$ cat config.mk
export PLATFORM = sky130hd
export DESIGN_NAME = clock_source_block
export DESIGN_NICKNAME = d
export VERILOG_FILES = /design/src/verilog/clk_src_pkg.sv /design/src/verilog/pow2_divider.sv /design/src/verilog/mode_decoder.sv /design/src/verilog/clock_source_block.sv
export SDC_FILE = /design/constraint.sdc
export NUM_CORES = 1
export LEC_CHECK = 0
export ABC_AREA = 1
export BUFFER_PORTS_ARGS = -buffer_cell sky130_fd_sc_hd__buf_2
export CORE_ASPECT_RATIO = 1.1
export CORE_MARGIN = 2
export CORE_UTILIZATION = 51
export CTS_BUF_LIST = sky130_fd_sc_hd__clkbuf_4 sky130_fd_sc_hd__clkbuf_8 sky130_fd_sc_hd__clkbuf_16
export DETAILED_ROUTE_END_ITERATION = 7
export PLACE_DENSITY = 0.89
export SETUP_SLACK_MARGIN = 0.2
export SYNTH_ARGS = -nofsm -noshare
export SYNTH_HDL_FRONTEND = slang
export SYNTH_SLANG_ARGS = --single-unit
$ cat constraint.sdc
create_clock -name pclk -period 2.1 [get_ports pclk]
set_input_delay 0.105 -clock pclk [delete_from_list [all_inputs] [get_ports pclk]]
set_output_delay 0.105 -clock pclk [all_outputs]
set_load 0.005 [all_outputs]
$ cat src/verilog/clk_src_pkg.sv
// Purpose: constants shared by the clock source block files
// Assumes: 32-bit apb data, byte registers in the low bits
// Notes:   offsets are byte addresses of aligned words
package clk_src_pkg;
   // =====================================================================
   // register map
   localparam logic [7:0] ctrl_one_off    = 8'h00;
   localparam logic [7:0] ctrl_two_off    = 8'h04;
   localparam logic [7:0] trim_off        = 8'h08;
   localparam logic [7:0] status_off      = 8'h0c;
   localparam logic [7:0] control_off     = 8'h10;
   // =====================================================================
   // reset values
   localparam logic [7:0] ctrl_one_rst    = 8'h04;
   localparam logic [7:0] ctrl_two_rst    = 8'h40;
   localparam logic [7:0] trim_rst        = 8'h80;
   localparam logic       fine_trim_rst   = 1'b0;
   // =====================================================================
   // field positions
   localparam int         src_sel_pos     = 6;
   localparam int         ref_div_pos     = 3;
   localparam int         int_ref_sel_pos = 2;
   localparam int         int_clk_en_pos  = 1;
   localparam int         int_stop_en_pos = 0;
   localparam int         bus_div_pos     = 6;
   localparam int         range_pos       = 5;
   localparam int         gain_pos        = 4;
   localparam int         lowpower_pos    = 3;
   localparam int         ext_req_pos     = 2;
   localparam int         ext_clk_en_pos  = 1;
   localparam int         ext_stop_en_pos = 0;
   // =====================================================================
   // clock source encodings
   localparam logic [1:0] src_loop        = 2'h0;
   localparam logic [1:0] src_internal    = 2'h1;
   localparam logic [1:0] src_external    = 2'h2;
   // =====================================================================
   // operating modes
   typedef enum logic [2:0] {
      locked_internal_mode,
      locked_external_mode,
      bypass_internal_mode,
      bypass_internal_lowpower_mode,
      bypass_external_mode,
      bypass_external_lowpower_mode,
      stop_mode
   } mode_t;
endpackage

$ cat src/verilog/pow2_divider.sv
// Purpose: power-of-two clock enable divider
// Assumes: input is a one-cycle enable pulse train
// Notes:   shift 0 passes every input pulse
`timescale 1ns/100ps
module pow2_divider (
   input  wire logic       clk,
   input  wire logic       rst_n,
   input  wire logic       run,
   input  wire logic       in_en,
   input  wire logic [2:0] shift,
   output logic            out_en
);
   logic [6:0] count_r;
   logic [6:0] mask;

   // =====================================================================
   // count input pulses, emit one per 2**shift
   assign mask = 7'((8'h01 << shift) - 8'h01);
   assign out_en = run & in_en & ((count_r & mask) == 7'h00);

   always_ff @(posedge clk or negedge rst_n) begin
      if (!rst_n) begin
         count_r <= 7'h00;
      end else if (!run) begin
         count_r <= 7'h00;
      end else if (in_en) begin
         count_r <= (count_r + 7'h01) & mask;
      end
   end
endmodule

$ cat src/verilog/mode_decoder.sv
// Purpose: decode the operating mode from control fields
// Assumes: stop request is a level from the power controller
// Notes:   reserved source code behaves as the loop source
`timescale 1ns/100ps
module mode_decoder (
   input  wire logic [1:0]         clock_source_select,
   input  wire logic               internal_reference_select,
   input  wire logic               lowpower_select,
   input  wire logic               background_debug,
   input  wire logic               stop_req,
   output clk_src_pkg::mode_t      mode,
   output logic                    loop_enable,
   output logic [1:0]              eff_source
);
   // =====================================================================
   // mode and loop enable
   always_comb begin
      eff_source = clock_source_select;
      if (clock_source_select == 2'h3) begin
         eff_source = clk_src_pkg::src_loop;
      end
      loop_enable = 1'b1;
      if (stop_req) begin
         mode = clk_src_pkg::stop_mode;
         loop_enable = 1'b0;
      end else if (eff_source == clk_src_pkg::src_loop) begin
         mode = internal_reference_select ?
                clk_src_pkg::locked_internal_mode :
                clk_src_pkg::locked_external_mode;
      end else begin
         loop_enable = !lowpower_select || background_debug;
         if (eff_source == clk_src_pkg::src_internal) begin
            mode = loop_enable ? clk_src_pkg::bypass_internal_mode :
                   clk_src_pkg::bypass_internal_lowpower_mode;
         end else begin
            mode = loop_enable ? clk_src_pkg::bypass_external_mode :
                   clk_src_pkg::bypass_external_lowpower_mode;
         end
      end
   end
endmodule

$ cat src/verilog/clock_source_block.sv
// Purpose: clock source selector around a frequency-locked loop
// Assumes: source clocks arrive as one-cycle enable pulses on pclk
// Notes:   clock outputs are enable pulses, not real clocks
//          references kept in stop follow the settings at stop entry
//          the reserved source code reads back but acts as the loop
//
// Implementation choices: register access over APB and the register addresses.
`timescale 1ns/100ps
module clock_source_block (
   // apb slave
   input  wire logic        pclk,
   input  wire logic        presetn,
   input  wire logic        psel,
   input  wire logic        penable,
   input  wire logic        pwrite,
   input  wire logic [7:0]  paddr,
   input  wire logic [31:0] pwdata,
   output logic [31:0]      prdata,
   output logic             pready,
   output logic             pslverr,
   // source ticks and system levels
   input  wire logic        internal_ref_en,
   input  wire logic        external_ref_en,
   input  wire logic        controlled_oscillator_en,
   input  wire logic        oscillator_ready_flag,
   input  wire logic        background_debug,
   input  wire logic        stop_req,
   // clock pulses and loop control
   output logic             final_output_clock,
   output logic             bus_clock_en,
   output logic             debug_clock,
   output logic             loop_enable,
   output logic             loop_reference_en,
   output logic [8:0]       internal_trim,
   output logic             internal_clock_out,
   output logic             external_clock_out,
   output logic             internal_ref_run,
   // crystal oscillator control and mode status
   output logic             oscillator_gain_select,
   output logic             oscillator_range_select,
   output logic             external_source_request,
   output logic             external_clock_enable,
   output logic             external_stop_enable,
   output logic [2:0]       mode_status
);
   // registers
   logic [7:0]          ctrl_one_r;
   logic [7:0]          ctrl_two_r;
   logic [7:0]          trim_r;
   logic                fine_trim_r;
   logic                dbg_toggle_r;
   logic                bus_toggle_r;
   logic                stop_r;
   logic                stop_int_on_r;
   logic                stop_ext_on_r;
   // decode, selection and reference control
   logic                wr_en;
   logic                rd_hit;
   logic [1:0]          eff_source;
   logic                selected_en;
   logic                ref_sel_en;
   logic                out_en;
   logic                int_ref_on;
   logic                ext_ref_on;
   logic                ext_in_use;
   logic                int_in_use;
   logic                int_stop_keep;
   logic                ext_stop_keep;
   clk_src_pkg::mode_t  mode;

   // =====================================================================
   // apb slave: zero wait states, error on unmapped address
   function automatic logic mapped(input logic [7:0] a);
      mapped = (a == clk_src_pkg::ctrl_one_off) ||
               (a == clk_src_pkg::ctrl_two_off) ||
               (a == clk_src_pkg::trim_off) ||
               (a == clk_src_pkg::status_off) ||
               (a == clk_src_pkg::control_off);
   endfunction

   // a reference stays on in stop if allowed and enabled or in use
   function automatic logic keep_in_stop(input logic stop_en,
                                         input logic clk_en,
                                         input logic in_use);
      keep_in_stop = stop_en & (clk_en | in_use);
   endfunction

   assign pready  = 1'b1;
   assign rd_hit  = mapped(paddr);
   assign pslverr = psel & penable & ~rd_hit;
   assign wr_en   = psel & penable & pwrite & rd_hit;

   // control registers, reset into locked internal mode
   // writes land on the access edge of a mapped address
   always_ff @(posedge pclk or negedge presetn) begin
      if (!presetn) begin
         ctrl_one_r <= clk_src_pkg::ctrl_one_rst;
         ctrl_two_r <= clk_src_pkg::ctrl_two_rst;
      end else if (wr_en) begin
         if (paddr == clk_src_pkg::ctrl_one_off) begin
            ctrl_one_r <= pwdata[7:0];
         end
         if (paddr == clk_src_pkg::ctrl_two_off) begin
            ctrl_two_r <= pwdata[7:0];
         end
      end
   end

   // nine trim bits: eight coarse plus one fine
   always_ff @(posedge pclk or negedge presetn) begin
      if (!presetn) begin
         trim_r      <= clk_src_pkg::trim_rst;
         fine_trim_r <= clk_src_pkg::fine_trim_rst;
      end else if (wr_en) begin
         if (paddr == clk_src_pkg::trim_off) begin
            trim_r <= pwdata[7:0];
         end
         if (paddr == clk_src_pkg::status_off) begin
            fine_trim_r <= pwdata[0];
         end
      end
   end

   // read data from a register
   // loaded in the setup cycle so it stands through the access cycle
   always_ff @(posedge pclk or negedge presetn) begin
      if (!presetn) begin
         prdata <= 32'h0000_0000;
      end else if (psel && !penable && !pwrite) begin
         unique case (paddr)
            clk_src_pkg::ctrl_one_off: prdata <= {24'h00_0000, ctrl_one_r};
            clk_src_pkg::ctrl_two_off: prdata <= {24'h00_0000, ctrl_two_r};
            clk_src_pkg::trim_off:     prdata <= {24'h00_0000, trim_r};
            clk_src_pkg::status_off:   prdata <= {24'h00_0000, 3'h0,
               ctrl_one_r[clk_src_pkg::int_ref_sel_pos], eff_source,
               oscillator_ready_flag, fine_trim_r};
            clk_src_pkg::control_off:  prdata <= {29'h0000_0000, mode};
            default:                   prdata <= 32'h0000_0000;
         endcase
      end
   end

   // =====================================================================
   // mode decode
   mode_decoder u_mode (
      .clock_source_select       (ctrl_one_r[clk_src_pkg::src_sel_pos +: 2]),
      .internal_reference_select (ctrl_one_r[clk_src_pkg::int_ref_sel_pos]),
      .lowpower_select           (ctrl_two_r[clk_src_pkg::lowpower_pos]),
      .background_debug          (background_debug),
      .stop_req                  (stop_req),
      .mode                      (mode),
      .loop_enable               (loop_enable),
      .eff_source                (eff_source)
   );

   // mode shown to software and to the outside
   assign mode_status = mode;

   // =====================================================================
   // reference state captured when entering stop
   always_ff @(posedge pclk or negedge presetn) begin
      if (!presetn) begin
         stop_r        <= 1'b0;
         stop_int_on_r <= 1'b0;
         stop_ext_on_r <= 1'b0;
      end else begin
         stop_r <= stop_req;
         if (stop_req && !stop_r) begin
            stop_int_on_r <= int_stop_keep;
            stop_ext_on_r <= ext_stop_keep;
         end
      end
   end

   // references in use by the run mode, decoded from the fields alone
   // so that the answer still holds on the edge that enters stop
   assign int_in_use = (eff_source == clk_src_pkg::src_internal) ||
                       ((eff_source == clk_src_pkg::src_loop) &&
                        ctrl_one_r[clk_src_pkg::int_ref_sel_pos]);
   assign ext_in_use = (eff_source == clk_src_pkg::src_external) ||
                       ((eff_source == clk_src_pkg::src_loop) &&
                        !ctrl_one_r[clk_src_pkg::int_ref_sel_pos]);

   // live stop decision for each reference
   assign int_stop_keep = keep_in_stop(
      ctrl_one_r[clk_src_pkg::int_stop_en_pos],
      ctrl_one_r[clk_src_pkg::int_clk_en_pos], int_in_use);
   assign ext_stop_keep = keep_in_stop(
      ctrl_two_r[clk_src_pkg::ext_stop_en_pos],
      ctrl_two_r[clk_src_pkg::ext_clk_en_pos], ext_in_use);

   // reference enables, first edge of stop uses the live decision
   assign int_ref_on = stop_req ?
      (stop_r ? stop_int_on_r : int_stop_keep) :
      (ctrl_one_r[clk_src_pkg::int_clk_en_pos] | int_in_use);
   assign ext_ref_on = stop_req ?
      (stop_r ? stop_ext_on_r : ext_stop_keep) :
      (ctrl_two_r[clk_src_pkg::ext_clk_en_pos] | ext_in_use);
   assign internal_ref_run   = int_ref_on;
   // gated reference clocks handed to on-chip users
   assign internal_clock_out = internal_ref_en & int_ref_on &
                               ctrl_one_r[clk_src_pkg::int_clk_en_pos];
   assign external_clock_out = external_ref_en & ext_ref_on &
                               ctrl_two_r[clk_src_pkg::ext_clk_en_pos];
   // trim word for the internal reference
   assign internal_trim      = {trim_r, fine_trim_r};

   // =====================================================================
   // oscillator control outputs
   assign oscillator_gain_select  = ctrl_two_r[clk_src_pkg::gain_pos];
   assign oscillator_range_select = ctrl_two_r[clk_src_pkg::range_pos];
   assign external_source_request = ctrl_two_r[clk_src_pkg::ext_req_pos];
   assign external_clock_enable   = ext_ref_on;
   assign external_stop_enable    = ctrl_two_r[clk_src_pkg::ext_stop_en_pos];

   // =====================================================================
   // loop reference: chosen reference through the reference divider
   assign ref_sel_en = ctrl_one_r[clk_src_pkg::int_ref_sel_pos] ?
                       internal_ref_en : external_ref_en;

   pow2_divider u_ref_div (
      .clk    (pclk),
      .rst_n  (presetn),
      .run    (loop_enable),
      .in_en  (ref_sel_en),
      .shift  (ctrl_one_r[clk_src_pkg::ref_div_pos +: 3]),
      .out_en (loop_reference_en)
   );

   // =====================================================================
   // source select and bus divider
   always_comb begin
      selected_en = 1'b0;
      unique case (eff_source)
         clk_src_pkg::src_internal: selected_en = internal_ref_en;
         clk_src_pkg::src_external: selected_en = external_ref_en;
         default: selected_en = controlled_oscillator_en;
      endcase
   end

   pow2_divider u_bus_div (
      .clk    (pclk),
      .rst_n  (presetn),
      .run    (~stop_req),
      .in_en  (selected_en),
      .shift  ({1'b0, ctrl_two_r[clk_src_pkg::bus_div_pos +: 2]}),
      .out_en (out_en)
   );

   // output clock pulse registered; bus enable every second one
   always_ff @(posedge pclk or negedge presetn) begin
      if (!presetn) begin
         final_output_clock <= 1'b0;
         bus_clock_en       <= 1'b0;
         bus_toggle_r       <= 1'b0;
      end else begin
         final_output_clock <= out_en;
         bus_clock_en       <= out_en & bus_toggle_r;
         if (out_en) begin
            bus_toggle_r <= ~bus_toggle_r;
         end
      end
   end

   // debug clock: oscillator divided by two while the loop runs
   always_ff @(posedge pclk or negedge presetn) begin
      if (!presetn) begin
         dbg_toggle_r <= 1'b0;
         debug_clock  <= 1'b0;
      end else if (!loop_enable) begin
         dbg_toggle_r <= 1'b0;
         debug_clock  <= 1'b0;
      end else begin
         if (controlled_oscillator_en) begin
            dbg_toggle_r <= ~dbg_toggle_r;
         end
         debug_clock <= controlled_oscillator_en & dbg_toggle_r;
      end
   end
endmodule

==> impl_metrics.json <==
{
  "initial_core_util_pct": 52.2,
  "syn_area_sq_mm": 0.00342,
  "route.detailed.drc": 0,
  "ys_seq_area_share_pct": 40.4,
  "yosys-top-cells-count": "nand2_1 (132), dfrtp_1 (52), nand3_1 (48), inv_1 (39), nor2_1 (34)",
  "maxCapViolations": 0,
  "globalRouteOverflowTotal": 0,
  "yosys-top-cells-area": "dfrtp_1 (38%), nand2_1 (14%), nand3_1 (7.0%), buf_4 (6.4%), nand4_1 (4.9%)",
  "critPathKind": "reg -> out",
  "cts_buffer_depth": 2,
  "cts_tree": "yes",
  "syn_avg_cell_area_sq_um": 7.63,
  "track_usage_pct": 24.0,
  "ir_drop_uv": 344,
  "finalHoldViolations": 0,
  "first_pass_iters": 5,
  "nets": 580,
  "power_density_mw_per_mm2": 496,
  "finalSetupTns_ns": 0,
  "synth_ff_type": "dfrtp_1",
  "synthDominantCellAreaShare_pct": 38.1,
  "dpl.hpwl_mm": 6.15,
  "fin_crit_sh_pct": 88.6,
  "synth_fa_ha_area_share_pct": 2.20,
  "fin_crit_ns": 1.86,
  "status": "complete, no violations",
  "wl_per_cell_um": 14.1,
  "core_sq_mm": 0.00656,
  "synth_top_family_by_area": "simple AND/OR/NAND/NOR gates",
  "ys_warn_count": 0,
  "post-place-ws_ns": 0.324,
  "vias": 3283,
  "rows": 31,
  "cp-start-kind": "flop",
  "io_buffer_count": 60,
  "clk_pin_slew_ns": 0.10,
  "netlist_instances": 448,
  "ios": 110,
  "final_core_util_pct": 60.3,
  "clock_skew_ns": 0.0119,
  "die_y_um": 89.9,
  "drive_gt1_share_pct": 24.2,
  "yosys.area_share.xor_xnor_pct": 1.79,
  "fp.dieW_um": 82.1,
  "grt_pass1_wl_mm": 14.1,
  "required_ns": 2.00,
  "synthMuxAreaShare_pct": 0,
  "synth_edf_count": 0,
  "crit_path_end_kind": "output port",
  "cts_made_buffers": 5,
  "path_max_fanout": 4,
  "viasPerCell": 5.42,
  "rsz0062_at_grt": "yes",
  "ys_types": 35,
  "dieArea_sq_mm": 0.00738,
  "dp_cells": 584,
  "ys_ff_latch": 55,
  "yosysTopAreaCell": "dfrtp_1",
  "ant_nets": 0,
  "clock-sinks": 55,
  "min_path_type": "in -> reg",
  "post_layout_nonfiller_instances": 606,
  "timing.fmax_mhz": 538,
  "cts-root-buf": "clkbuf_8",
  "grt_max_degree": 20,
  "wirelength_mm": 8.55,
  "antenna_found_initial": 0,
  "critPathArrivalTime_ns": 1.76,
  "htree_num_levels": 2,
  "synthMostInstantiatedCell": "nand2_1",
  "detail_route.iter0.violations": 274,
  "grt_pass1_vias": 3036,
  "place_congestion": 0.956,
  "fin_ws_ns": 0.240,
  "synth_compound_area_share_pct": 5.85,
  "yosys.area_share.simple_pct": 35.4,
  "clk_latency_ns": 0.32,
  "async_reset_ff_share_pct": 100,
  "power.leakage_uw": 0.00216,
  "fillCellCount": 594,
  "syn_to_final_growth_pct": 15.6,
  "setup_viol": 0,
  "antenna_cells": 0,
  "slew_viol_final": 0
}
==> what timing repair did <==
item | 4_1_cts | 5_1_grt
pin swaps | 3 | 3
setup endpoints to repair | 2 | 4
endpoints found under the hold margin | 17 | 0
resized for setup | 9 | 15
buffers inserted | 8 | 3
hold buffers | 3 | 0
==> kinds of logic after synthesis <==
group,count (synthesis)
AOI/OAI and AO/OA,36
xor gates and xnor gates,7
adders and majority gates,6
buffers and inverters,81
DFF,55
other,2
and+or+nand+nor,261
==> power by group <==
group | internal (uW) | switching, uW | total (uW)
Sequential | 1080 | 12.0 | 1100
Clock | 301 | 354 | 654
Combinational | 72.4 | 139 | 211
Total | 1460 | 504 | 1960
==> cell type report <==
class,count,area (sq um),area share (%)
Inverter,43,165,4.18
Timing Repair Buffer,83,480,12.2
Tap cell,82,103,2.59
Clock buffer,7,96.3,2.44
Clock inverter,1,7.51,0.190
Sequential cell,55,1380,35.0
Multi-Input combinational cell,335,1720,43.5
==> metrics by stage <==
stage	total power, uW	hold WS, ns	instance area, sq um
after detailed placement	1320	0.0523	3650
after global placement	1310	0.0505	3650
final	1960	0.0420	3950
after global routing	2050	0.0599	3950
after CTS	1960	0.0413	3860
after floorplan	1250	-0.191	3510
==> path summary, 6_finish.rpt <==
kind	start	end	slack, ns	cells past startpoint
worst max register to register	ctrl_one_r[7]$_DFFE_PN0P_	bus_toggle_r$_DFFE_PN0P_	0.35	7
min in group asynchronous	presetn	prdata[7]$_DFFE_PN0P_	0.24	2
worst max-delay path	ctrl_one_r[4]$_DFFE_PN0P_	loop_reference_en	0.24	8
worst min-delay path	pwdata[6]	ctrl_two_r[6]$_DFFE_PN1P_	0.04	3
max in group asynchronous	presetn	ctrl_two_r[6]$_DFFE_PN1P_	1.20	3
worst min register to register	dbg_toggle_r$_DFFE_PN0P_	dbg_toggle_r$_DFFE_PN0P_	0.48	1
==> metal layers <==
| layer | GRT usage (%) | share of wire (%) | vias to the layer above |
|---|---|---|---|
| li1 | - | - | 1551 |
| met1 | 31.7 | 41 | 1557 |
| met2 | 40.3 | 50 | 160 |
| met3 | 4.12 | 7.1 | 15 |
| met4 | 6.11 | 1.8 | 0 |
| met5 | 0 | 0 | - |
==> state kept, by name (all words and copies together), names as in the netlist, 7 cells and up <==
register           cells
ctrl_one_r             8
trim_r                 8
u_ref_div.count_r      7
ctrl_two_r             8
u_bus_div.count_r      7
prdata                 8
==> worst max-delay path, stage by stage (launching register included) <==
cell and delay [ns]:
dfrtp_2 0.47, nor2_4 0.15, nand2_4 0.07, ha_4 0.27, o21ai_0 0.08, nor2_1 0.10, nand3_1 0.09, nor2_1 0.08
buf_2 0.11
==> cell usage in the layout (no fill, tap or decap), types with 5 or more instances in the layout <==
cell type,netlist,final
a21oi_1,7,7
buf_2,3,60
buf_4,29,20
clkbuf_8,1,7
conb_1,2,25
dfrtp_1,52,50
inv_1,39,37
inv_2,3,5
nand2_1,132,129
nand3_1,48,48
nand4_1,27,27
nor2_1,34,32
nor2_4,3,6
o21ai_0,20,18
o22ai_1,5,5
xor2_1,6,5
Power figures use the tool's default switching activity.
